[config.mk]
export PLATFORM = sky130hd
export DESIGN_NAME = dpm_msg_rx
export DESIGN_NICKNAME = d
export VERILOG_FILES = /design/src/core/dpm_pkg.sv /design/src/core/dpm_buf_if.sv /design/src/core/dpm_msg_ram.sv /design/src/core/dpm_msg_rx.sv
export SDC_FILE = /design/constraint.sdc
export NUM_CORES = 1
export LEC_CHECK = 0
export ABC_AREA = 1
export BUFFER_PORTS_ARGS = -buffer_cell sky130_fd_sc_hd__buf_2
export CELL_PAD_IN_SITES_DETAIL_PLACEMENT = 1
export CELL_PAD_IN_SITES_GLOBAL_PLACEMENT = 1
export CORE_MARGIN = 2
export CORE_UTILIZATION = 35
export DETAILED_ROUTE_END_ITERATION = 10
export PLACE_DENSITY_LB_ADDON = 0.1
export SLEW_MARGIN = 20
export SYNTH_ARGS = -nofsm -noshare
export SYNTH_HDL_FRONTEND = slang
export SYNTH_SLANG_ARGS = --single-unit
[constraint.sdc]
create_clock -name MCLK_I -period 3.78 [get_ports MCLK_I]
set_clock_uncertainty 0.05 [all_clocks]
set_input_delay 0.567 -clock MCLK_I [delete_from_list [all_inputs] [get_ports MCLK_I]]
set_output_delay 0.567 -clock MCLK_I [all_outputs]
set_load 0.03 [all_outputs]
[src/core/dpm_pkg.sv]
package dpm_pkg;

  // ****************************************
  // register map (indices; byte address = 4 * index)
  // ****************************************
  localparam logic [9:0] IDX_CTRL   = 10'h018;
  localparam logic [9:0] IDX_STS    = 10'h019;
  localparam logic [9:0] IDX_BUF_LO = 10'h0DE;
  localparam logic [9:0] IDX_BUF_HI = 10'h135;
  localparam int         BUF_DEPTH  = 88;
  localparam int         AXI_AW     = 12;

  // ****************************************
  // control and status fields
  // ****************************************
  localparam int CTL_IRQ_FLAG  = 0;
  localparam int CTL_IRQ_MASK  = 1;
  localparam int CTL_RX_ON     = 2;
  localparam int STS_FLAG      = 0;
  localparam int STS_DONE      = 1;
  localparam int STS_MISMATCH  = 2;
  localparam int STS_CR        = 3;
  localparam int STS_KIND_LO   = 4;
  localparam int STS_ABORT     = 6;
  localparam logic CTL_RX_ON_RST   = 1'b0;
  localparam logic CTL_IRQ_MASK_RST = 1'b0;

  // ****************************************
  // framing constants
  // ****************************************
  localparam logic [7:0]  FLAG_OCT     = 8'h7E;
  localparam logic [15:0] CRC_INIT     = 16'hFFFF;
  localparam logic [15:0] CRC_POLY_REV = 16'h8408;
  localparam logic [2:0]  ONES_STUFF   = 3'h5;
  localparam logic [2:0]  ONES_ABORT   = 3'h6;
  localparam logic [6:0]  HDR_OCTS     = 7'h03;
  localparam logic [6:0]  KIND_POS     = 7'h03;
  localparam int          CR_BIT       = 1;
  localparam logic [7:0]  TYPE_TEST    = 8'h32;
  localparam logic [7:0]  TYPE_IDLE    = 8'h34;
  localparam logic [7:0]  TYPE_PATH    = 8'h38;
  localparam logic [7:0]  TYPE_PATH82  = 8'h3F;
  localparam logic [1:0]  KIND_TEST    = 2'h0;
  localparam logic [1:0]  KIND_IDLE    = 2'h1;
  localparam logic [1:0]  KIND_PATH    = 2'h2;
  localparam logic [1:0]  KIND_PATH82  = 2'h3;

  // ****************************************
  // bus answers and decode
  // ****************************************
  localparam logic [1:0] RESP_OKAY   = 2'h0;
  localparam logic [1:0] RESP_SLVERR = 2'h2;

  typedef enum logic [1:0] {RG_CTRL, RG_STS, RG_BUF, RG_NONE} dpm_region_e;

  function automatic dpm_region_e dpm_decode(input logic [AXI_AW-1:0] addr);
    logic [9:0] idx;
    idx = addr[AXI_AW-1:2];
    if (idx == IDX_CTRL) begin
      return RG_CTRL;
    end else if (idx == IDX_STS) begin
      return RG_STS;
    end else if (idx >= IDX_BUF_LO && idx <= IDX_BUF_HI) begin
      return RG_BUF;
    end
    return RG_NONE;
  endfunction : dpm_decode

endpackage : dpm_pkg

[src/core/dpm_buf_if.sv]
`timescale 1ns/10ps
interface dpm_buf_if;
  logic       we;
  logic [6:0] waddr;
  logic [7:0] wdata;
  logic [6:0] raddr;
  logic [7:0] rdata;
  modport fill  (output we, output waddr, output wdata, output raddr, input rdata);
  modport store (input we, input waddr, input wdata, input raddr, output rdata);
endinterface : dpm_buf_if

[src/core/dpm_msg_ram.sv]
`timescale 1ns/10ps
module dpm_msg_ram (
  // clock and reset
  input  wire logic clk_i,
  input  wire logic rst_n_i,
  input  wire logic ce_i,
  // buffer port
  dpm_buf_if.store  buf_p
);

  logic [7:0] mem [dpm_pkg::BUF_DEPTH];
  logic [7:0] rdata_q;

  // ****************************************
  // storage and registered read
  // ****************************************
  always_ff @(posedge clk_i) begin
    if (ce_i && buf_p.we) begin
      mem[buf_p.waddr] <= buf_p.wdata;
    end
  end

  always_ff @(posedge clk_i or negedge rst_n_i) begin
    if (!rst_n_i) begin
      rdata_q <= 8'h00;
    end else if (ce_i) begin
      rdata_q <= (32'(buf_p.raddr) < dpm_pkg::BUF_DEPTH) ? mem[buf_p.raddr] : 8'h00;
    end
  end

  assign buf_p.rdata = rdata_q;

endmodule : dpm_msg_ram

[src/core/dpm_msg_rx.sv]
`timescale 1ns/10ps
// Behaviour
// - take message bits only on the data-link strobe, as one serial stream.
// - store information octets into buffer indices 0xDE through 0x135.
// - frames are delimited by 0x7E flags; repeated idle flags allowed.
// - 16-bit check word, high octet first, generator x16+x12+x5+1.
// - receiver idle until control bit 2 set; setting it starts flag hunt.
// - a detected flag sets status bit 0.
// - any non-flag octet clears status bit 0; closing flag sets it again.
// - seven or more ones after a flag set abort, status bit 6.
// - status bit 3 mirrors command/response bit of first address octet.
// - status bits 5:4 encode message type from leading information octet.
// - closing flag sets end-of-message, status bit 1.
// - interrupt at end only if message differs; flag ctrl bit 0, mask bit 1.
// - check match clears status bit 2; mismatch sets it.
// - a check error never raises the interrupt.
// - stuffed zeros removed before storing and check computation.
// - a zero right after five ones is discarded.
module dpm_msg_rx (
  // clock, reset, enable
  input  wire logic        MCLK_I,
  input  wire logic        RST_N_I,
  input  wire logic        CE_I,
  // data-link bits from the framer
  input  wire logic        LINK_BIT_I,
  input  wire logic        LINK_STB_I,
  // axi4-lite write
  input  wire logic [11:0] S_AXI_AWADDR_I,
  input  wire logic        S_AXI_AWVALID_I,
  output logic             S_AXI_AWREADY_O,
  input  wire logic [31:0] S_AXI_WDATA_I,
  input  wire logic [3:0]  S_AXI_WSTRB_I,
  input  wire logic        S_AXI_WVALID_I,
  output logic             S_AXI_WREADY_O,
  output logic [1:0]       S_AXI_BRESP_O,
  output logic             S_AXI_BVALID_O,
  input  wire logic        S_AXI_BREADY_I,
  // axi4-lite read
  input  wire logic [11:0] S_AXI_ARADDR_I,
  input  wire logic        S_AXI_ARVALID_I,
  output logic             S_AXI_ARREADY_O,
  output logic [31:0]      S_AXI_RDATA_O,
  output logic [1:0]       S_AXI_RRESP_O,
  output logic             S_AXI_RVALID_O,
  input  wire logic        S_AXI_RREADY_I,
  // message interrupt
  output logic             IRQ_O
);

  typedef enum logic [1:0] {ST_HUNT, ST_FLAG, ST_FRAME} dpm_rx_state_e;

  dpm_buf_if buf_p ();

  dpm_msg_ram u_ram (
    .clk_i   (MCLK_I),
    .rst_n_i (RST_N_I),
    .ce_i    (CE_I),
    .buf_p   (buf_p.store)
  );

  dpm_rx_state_e st_q;
  logic          on_q, mask_q, irq_q;
  logic [2:0]    ones_q;
  logic [7:0]    raw_q, dat_q, h0_q, h1_q;
  logic [3:0]    dcnt_q;
  logic [1:0]    hcnt_q;
  logic [6:0]    k_q, prev_k_q;
  logic [15:0]   crc_q, prev_chk_q;
  logic          prev_ok_q;
  logic          s_flag_q, s_done_q, s_mis_q, s_cr_q, s_abort_q;
  logic [1:0]    s_kind_q;

  // ****************************************
  // bit-level framing
  // ****************************************
  logic       bit_stb, flag_det, abort_det, stuffed, dat_bit, oct_stb, pop_stb;
  logic       close_evt, close_bad, differ, new_frame;
  logic [7:0] raw_n, dat_n;
  logic [15:0] rx_chk;

  assign bit_stb   = CE_I && LINK_STB_I && on_q;
  assign raw_n     = {LINK_BIT_I, raw_q[7:1]};
  assign flag_det  = bit_stb && (raw_n == dpm_pkg::FLAG_OCT);
  assign abort_det = bit_stb && LINK_BIT_I && (ones_q == dpm_pkg::ONES_ABORT)
                     && (st_q != ST_HUNT);
  assign stuffed   = !LINK_BIT_I && (ones_q == dpm_pkg::ONES_STUFF);
  assign dat_bit   = bit_stb && !stuffed && !flag_det && !abort_det
                     && (st_q != ST_HUNT);
  assign dat_n     = {LINK_BIT_I, dat_q[7:1]};
  assign oct_stb   = dat_bit && (dcnt_q == 4'h7);
  assign new_frame = oct_stb && (st_q == ST_FLAG);
  assign pop_stb   = oct_stb && (hcnt_q == 2'h2);
  assign close_evt = flag_det && (st_q == ST_FRAME);
  assign rx_chk    = {h0_q, h1_q};
  assign close_bad = (hcnt_q != 2'h2) || (~crc_q != rx_chk);
  assign differ    = !prev_ok_q || (rx_chk != prev_chk_q) || (k_q != prev_k_q);

  function automatic logic [15:0] crc_octet(input logic [15:0] c, input logic [7:0] d);
    logic [15:0] r;
    r = c;
    for (int i = 0; i < 8; i++) begin
      r = (r[0] ^ d[i]) ? ((r >> 1) ^ dpm_pkg::CRC_POLY_REV) : (r >> 1);
    end
    return r;
  endfunction : crc_octet

  always_ff @(posedge MCLK_I or negedge RST_N_I) begin
    if (!RST_N_I) begin
      ones_q <= 3'h0;
      raw_q  <= 8'h00;
    end else if (bit_stb) begin
      raw_q  <= raw_n;
      ones_q <= !LINK_BIT_I ? 3'h0 : ((ones_q == 3'h7) ? ones_q : ones_q + 3'h1);
    end
  end

  always_ff @(posedge MCLK_I or negedge RST_N_I) begin
    if (!RST_N_I) begin
      st_q <= ST_HUNT;
    end else if (CE_I) begin
      if (!on_q) begin
        st_q <= ST_HUNT;
      end else if (abort_det) begin
        st_q <= ST_HUNT;
      end else if (flag_det) begin
        st_q <= ST_FLAG;
      end else if (oct_stb) begin
        st_q <= ST_FRAME;
      end
    end
  end

  always_ff @(posedge MCLK_I or negedge RST_N_I) begin
    if (!RST_N_I) begin
      dat_q  <= 8'h00;
      dcnt_q <= 4'h0;
    end else if (flag_det) begin
      dcnt_q <= 4'h0;
    end else if (dat_bit) begin
      dat_q  <= dat_n;
      dcnt_q <= oct_stb ? 4'h0 : dcnt_q + 4'h1;
    end
  end

  // ****************************************
  // octet delay, check word and buffer fill
  // ****************************************
  always_ff @(posedge MCLK_I or negedge RST_N_I) begin
    if (!RST_N_I) begin
      h0_q   <= 8'h00;
      h1_q   <= 8'h00;
      hcnt_q <= 2'h0;
      k_q    <= 7'h00;
      crc_q  <= dpm_pkg::CRC_INIT;
    end else if (CE_I) begin
      if (flag_det || abort_det) begin
        hcnt_q <= 2'h0;
        k_q    <= 7'h00;
        crc_q  <= dpm_pkg::CRC_INIT;
      end else if (oct_stb) begin
        if (hcnt_q == 2'h2) begin
          h0_q  <= h1_q;
          h1_q  <= dat_n;
          crc_q <= crc_octet(crc_q, h0_q);
          k_q   <= (k_q == 7'h7F) ? k_q : k_q + 7'h01;
        end else begin
          hcnt_q <= hcnt_q + 2'h1;
          if (hcnt_q == 2'h0) begin
            h0_q <= dat_n;
          end else begin
            h1_q <= dat_n;
          end
        end
      end
    end
  end

  logic [6:0] info_idx;
  assign info_idx    = k_q - dpm_pkg::HDR_OCTS;
  assign buf_p.we    = pop_stb && (k_q >= dpm_pkg::HDR_OCTS)
                       && (32'(info_idx) < dpm_pkg::BUF_DEPTH);
  assign buf_p.waddr = info_idx;
  assign buf_p.wdata = h0_q;

  // ****************************************
  // status register
  // ****************************************
  always_ff @(posedge MCLK_I or negedge RST_N_I) begin
    if (!RST_N_I) begin
      s_flag_q <= 1'b0;
    end else if (flag_det) begin
      s_flag_q <= 1'b1;
    end else if (oct_stb || abort_det) begin
      s_flag_q <= 1'b0;
    end
  end

  always_ff @(posedge MCLK_I or negedge RST_N_I) begin
    if (!RST_N_I) begin
      s_done_q  <= 1'b0;
      s_mis_q   <= 1'b0;
      s_abort_q <= 1'b0;
    end else if (CE_I) begin
      if (close_evt) begin
        s_done_q <= 1'b1;
        s_mis_q  <= close_bad;
      end else if (new_frame) begin
        s_done_q <= 1'b0;
      end
      if (abort_det) begin
        s_abort_q <= 1'b1;
      end else if (new_frame) begin
        s_abort_q <= 1'b0;
      end
    end
  end

  always_ff @(posedge MCLK_I or negedge RST_N_I) begin
    if (!RST_N_I) begin
      s_cr_q   <= 1'b0;
      s_kind_q <= dpm_pkg::KIND_TEST;
    end else if (pop_stb) begin
      if (k_q == 7'h00) begin
        s_cr_q <= h0_q[dpm_pkg::CR_BIT];
      end
      if (k_q == dpm_pkg::KIND_POS) begin
        unique case (h0_q)
          dpm_pkg::TYPE_IDLE:   s_kind_q <= dpm_pkg::KIND_IDLE;
          dpm_pkg::TYPE_PATH:   s_kind_q <= dpm_pkg::KIND_PATH;
          dpm_pkg::TYPE_PATH82: s_kind_q <= dpm_pkg::KIND_PATH82;
          default:              s_kind_q <= dpm_pkg::KIND_TEST;
        endcase
      end
    end
  end

  // ****************************************
  // message interrupt
  // ****************************************
  logic irq_set, irq_clr;
  assign irq_set = close_evt && !close_bad && differ;

  always_ff @(posedge MCLK_I or negedge RST_N_I) begin
    if (!RST_N_I) begin
      prev_ok_q  <= 1'b0;
      prev_chk_q <= 16'h0000;
      prev_k_q   <= 7'h00;
    end else if (close_evt && !close_bad) begin
      prev_ok_q  <= 1'b1;
      prev_chk_q <= rx_chk;
      prev_k_q   <= k_q;
    end
  end

  always_ff @(posedge MCLK_I or negedge RST_N_I) begin
    if (!RST_N_I) begin
      irq_q <= 1'b0;
    end else if (CE_I) begin
      if (irq_set) begin
        irq_q <= 1'b1;
      end else if (irq_clr) begin
        irq_q <= 1'b0;
      end
    end
  end

  assign IRQ_O = irq_q && mask_q;

  // ****************************************
  // axi4-lite write
  // ****************************************
  logic                 aw_have_q, w_have_q, bvalid_q, do_wr;
  logic [11:0]          awaddr_q;
  logic [31:0]          wdata_q;
  logic                 wstrb0_q;
  logic [1:0]           bresp_q;
  dpm_pkg::dpm_region_e wr_rg;

  assign S_AXI_AWREADY_O = !aw_have_q && !bvalid_q;
  assign S_AXI_WREADY_O  = !w_have_q && !bvalid_q;
  assign do_wr           = CE_I && aw_have_q && w_have_q;
  assign wr_rg           = dpm_pkg::dpm_decode(awaddr_q);

  always_ff @(posedge MCLK_I or negedge RST_N_I) begin
    if (!RST_N_I) begin
      aw_have_q <= 1'b0;
      w_have_q  <= 1'b0;
      awaddr_q  <= 12'h000;
      wdata_q   <= 32'h0000_0000;
      wstrb0_q  <= 1'b0;
    end else if (CE_I) begin
      if (do_wr) begin
        aw_have_q <= 1'b0;
        w_have_q  <= 1'b0;
      end else begin
        if (S_AXI_AWVALID_I && S_AXI_AWREADY_O) begin
          aw_have_q <= 1'b1;
          awaddr_q  <= S_AXI_AWADDR_I;
        end
        if (S_AXI_WVALID_I && S_AXI_WREADY_O) begin
          w_have_q <= 1'b1;
          wdata_q  <= S_AXI_WDATA_I;
          wstrb0_q <= S_AXI_WSTRB_I[0];
        end
      end
    end
  end

  always_ff @(posedge MCLK_I or negedge RST_N_I) begin
    if (!RST_N_I) begin
      bvalid_q <= 1'b0;
      bresp_q  <= dpm_pkg::RESP_OKAY;
    end else if (CE_I) begin
      if (do_wr) begin
        bvalid_q <= 1'b1;
        bresp_q  <= (wr_rg == dpm_pkg::RG_NONE) ? dpm_pkg::RESP_SLVERR : dpm_pkg::RESP_OKAY;
      end else if (S_AXI_BREADY_I) begin
        bvalid_q <= 1'b0;
      end
    end
  end

  always_ff @(posedge MCLK_I or negedge RST_N_I) begin
    if (!RST_N_I) begin
      on_q   <= dpm_pkg::CTL_RX_ON_RST;
      mask_q <= dpm_pkg::CTL_IRQ_MASK_RST;
    end else if (do_wr && wr_rg == dpm_pkg::RG_CTRL && wstrb0_q) begin
      on_q   <= wdata_q[dpm_pkg::CTL_RX_ON];
      mask_q <= wdata_q[dpm_pkg::CTL_IRQ_MASK];
    end
  end

  assign S_AXI_BVALID_O = bvalid_q;
  assign S_AXI_BRESP_O  = bresp_q;

  // ****************************************
  // axi4-lite read
  // ****************************************
  logic                 rd_pend_q, rvalid_q, ar_hs;
  logic [31:0]          rdata_q;
  logic [1:0]           rresp_q;
  dpm_pkg::dpm_region_e rd_rg_q;
  logic [9:0]           ar_idx;

  assign S_AXI_ARREADY_O = !rd_pend_q && !rvalid_q;
  assign ar_hs           = CE_I && S_AXI_ARVALID_I && S_AXI_ARREADY_O;
  assign ar_idx          = S_AXI_ARADDR_I[11:2] - dpm_pkg::IDX_BUF_LO;
  assign buf_p.raddr     = ar_idx[6:0];
  assign irq_clr         = rd_pend_q && rd_rg_q == dpm_pkg::RG_CTRL;

  always_ff @(posedge MCLK_I or negedge RST_N_I) begin
    if (!RST_N_I) begin
      rd_pend_q <= 1'b0;
      rd_rg_q   <= dpm_pkg::RG_NONE;
    end else if (CE_I) begin
      rd_pend_q <= ar_hs;
      if (ar_hs) begin
        rd_rg_q <= dpm_pkg::dpm_decode(S_AXI_ARADDR_I);
      end
    end
  end

  always_ff @(posedge MCLK_I or negedge RST_N_I) begin
    if (!RST_N_I) begin
      rvalid_q <= 1'b0;
      rdata_q  <= 32'h0000_0000;
      rresp_q  <= dpm_pkg::RESP_OKAY;
    end else if (CE_I) begin
      if (rd_pend_q) begin
        rvalid_q <= 1'b1;
        rresp_q  <= dpm_pkg::RESP_OKAY;
        unique case (rd_rg_q)
          dpm_pkg::RG_CTRL: rdata_q <= {29'h0, on_q, mask_q, irq_q};
          dpm_pkg::RG_STS:  rdata_q <= {25'h0, s_abort_q, s_kind_q, s_cr_q,
                                        s_mis_q, s_done_q, s_flag_q};
          dpm_pkg::RG_BUF:  rdata_q <= {24'h0, buf_p.rdata};
          dpm_pkg::RG_NONE: begin
            rdata_q <= 32'h0000_0000;
            rresp_q <= dpm_pkg::RESP_SLVERR;
          end
        endcase
      end else if (S_AXI_RREADY_I) begin
        rvalid_q <= 1'b0;
      end
    end
  end

  assign S_AXI_RVALID_O = rvalid_q;
  assign S_AXI_RDATA_O  = rdata_q;
  assign S_AXI_RRESP_O  = rresp_q;
endmodule : dpm_msg_rx

==> results.txt <==
maximum vdd ir drop = 0.4087 mV
final wirelength = 110,400 um
vias per cell = 5.062
setup bufs post-CTS = 0
outcome = finished clean
die height = 325.1 um
die area = 105,700 sq um
Max Freq = 285.6 MHz
dominant synthesized flop cell = edfxtp_1
Starting Density = 0.3538
Pwr Density = 507.5 nW/um^2
Clock Power Share = 0.430
GPL Wtd Cong = 0.8349
largest net degree at the start of global routing = 123
First-pass DRT Iterations = 5
site row count = 117
Tcrit/Tclk final = 0.9263
Yosys cell types = 60
Pleak = 0.01479 uW
clock sink total = 840
Setup TNS = 0 ns
Port Buf Inserts = 48
Final Hold Viols = 0
switching power = 5258 uW
slack of the critical path = 0.2784 ns
commonest non-fill, non-tap cell in the layout = nand2_1
Detail Route Antenna Nets = 0
EDFF count, synth = 704
first-pass GRT wire length = 167,100 um
CTS resizes = 0
P&R area growth vs syn = 15.32%
sequential share of power = 0.486
DR DRC count = 0
Final min period = 3.502 ns
DR WL/cell = 22.45 um
number of I/O pins = 112
slew margin rel. = 0.2529
post-synthesis sequential area ratio = 0.6806
Crit. End Element = flip-flop
post-detail-place hpwl = 68,130 um
latest clock arrival within the worst-skew pair = 0.66 ns
Cells after Synth = 3,351
post-synthesis register bit count = 840
antenna violations before repair = 2
Worst Setup Path Type = flip-flop to flip-flop
CTS max path bufs = 3
P_int = 15,870 uW
CTS tree = yes
Worst Path Required = 4.02 ns
Synth async-reset ratio = 0.1619
H-tree depth = 3
vias in the first global route = 26,249
grt total ovfl = 0
largest fanout on the critical path = 10
syn avg cell area = 10.77 sq um
core box area = 102,000 sq um
Iter 0 DRT Violations = 1,640
Worst setup SP type = flip-flop
Util after Layout = 0.4080
Antenna Cells = 0
Chip Width = 325.1 um
Comb pwr share = 0.083
unrepaired setup endpoints after global routing = no
Vias = 24,884
Reg clk slew, reported paths = 0.06 ns
Num CTS Buffers = 96
max-cap violation count = 0
NumNets Final = 3,551
final setup fails = 0
Tot GR Track Use = 0.2090
Ys Warns = 0
commonest cells after routing, fill and taps aside = 800 x nand2_1, 704 x edfxtp_1, 470 x nand3_1
max-slew violations = 0
pre-CTS setup slack = 0.05326 ns
root buffer cell = clkbuf_16
worst slew pin tran = 1.121 ns
Syn Std Cell Area = 36,090 sq um
share of cells above drive strength 1 = 0.1260
Tightest Hold Check Type = primary input to flip-flop
Pwr Total = 21,130 uW
switching share of power = 0.2489
Arrival @ worst endpoint = 3.74 ns
## cell usage after synthesis, types with 3 or more instances
cell       number  area (sq um)
o21ai_1        24         120.1
nor4_1          6         37.54
or2_2          40         250.2
a31oi_1         6         37.54
xnor2_1        22         192.7
xor2_1         16         140.1
o21ai_2         7         61.31
nor2_1        284          1066
mux2_2          8         90.09
o21ai_0       142         710.7
ha_1           11         137.6
clkinv_1        5         18.77
a21oi_1        96         480.5
o2111ai_1      10         87.58
o21bai_1        4         30.03
inv_2           8         30.03
nand2_2         6         37.54
o21a_1          3         22.52
dfrtp_1       118          2953
inv_1         252         945.9
dfstp_2        18         473.0
nand4_1        16         100.1
buf_4          29         217.7
nor3_1         12         60.06
a221oi_1        3         26.28
nand3_1       470          2352
edfxtp_1      704         21140
nand4_2         8         100.1
buf_2          48         240.2
buf_1          25         93.84
o22ai_1         6         37.54
clkbuf_1       91         341.6
o211ai_1       22         165.2
nand2_1       801          3007
## repair_timing
action                                  in CTS  in global routing
endpoints found under the hold margin       56                  0
endpoints found under the setup margin       0                  0
hold buffers                                 1                  0
## through the flow
step	hold WS, ns	instance area, sq um	cells
detailed placement	0.3884	38580	4739
global route	0.05584	41620	4916
global placement	0.3839	38580	4739
CTS	0.02935	41620	4916
floorplan	0.2214	36190	3376
finish	0.07655	41620	4916
## power groups by stage
stage               Clock (uW)  Sequential [uW]  Combinational, uW
global route              9670            10300               1930
global placement             0            10500               1730
floorplan                    0            10500               1020
finish                    9090            10300               1760
detailed placement           0            10500               1780
CTS                       9330            10300               1780
## routing by layer
metal  up-vias  GRT usage  part of all wire
li1      11636          -                 -
met1     12666     0.2870              0.46
met2       430     0.3422              0.47
met3       152    0.03104             0.039
met4         0    0.06361             0.026
met5         -          0                 0
## worst paths after layout
| path | slack [ns] | cells after the start | end | from |
|---|---|---|---|---|
| max | 0.28 | 10 | u_ram.mem[69][6]$_DFFE_PP_ | k_q[0]$_DFFE_PN0P_ |
| min | 0.08 | 2 | wstrb0_q$_DFFE_PN0P_ | S_AXI_WSTRB_I[0] |
| max reg2reg | 0.28 | 10 | u_ram.mem[69][6]$_DFFE_PP_ | k_q[0]$_DFFE_PN0P_ |
| min reg2reg | 0.40 | 2 | prev_ok_q$_DFFE_PN0P_ | prev_ok_q$_DFFE_PN0P_ |
| max in group asynchronous | 2.35 | 3 | rd_rg_q[1]$_DFFE_PN1P_ | RST_N_I |
| min in group asynchronous | 0.46 | 2 | dat_q[1]$_DFFE_PN0P_ | RST_N_I |
## area by class of cell
class,count,area [sq um]
clock buffer,124,2599
clock inverter,52,436.7
fill,11077,60410
inverter,266,1010
multi-input combinational,2075,9758
sequential,840,24600
tap,1368,1712
timing repair buffer,191,1514
## kinds of logic (layout without fill, tap and decap cells)
kind of cell               Yosys count  count (layout)  synth area share
AOI/OAI and AO/OA                  337             337           0.05297
xor gates and xnor gates            39              39          0.009671
adders and majority gates           11              11          0.003813
buffers and inverters              461             633           0.05293
DFF                                840             840            0.6806
muxes                                8               8          0.002496
other                                1              26         0.0001039
and+or+nand+nor                   1654            1654            0.1974
## worst max-delay path, stage by stage (launching register included)
cell and delay [ns]:
dfrtp_1 0.53, ha_1 0.35, inv_1 0.12, nand2_1 0.06, nand2_1 0.07, o21ai_1 0.13
nand2_1 0.14, nand2_2 0.08, a21oi_4 0.32, nand4_2 0.55, nor2_1 0.73
## sequential cells by signal (all words and copies together) (netlist names), 2 cells and up
signal,cells
u_ram.mem,704
crc_q,16
prev_chk_q,16
awaddr_q,10
S_AXI_RDATA_O,8
buf_p.wdata,8
h1_q,8
u_ram.buf_p.rdata,8
dat_q,7
k_q,7
prev_k_q,7
raw_q,7
dcnt_q,4
ones_q,3
hcnt_q,2
rd_rg_q,2
s_kind_q,2
st_q,2
wdata_q,2
No activity file was read; power rests on OpenSTA's default activity.
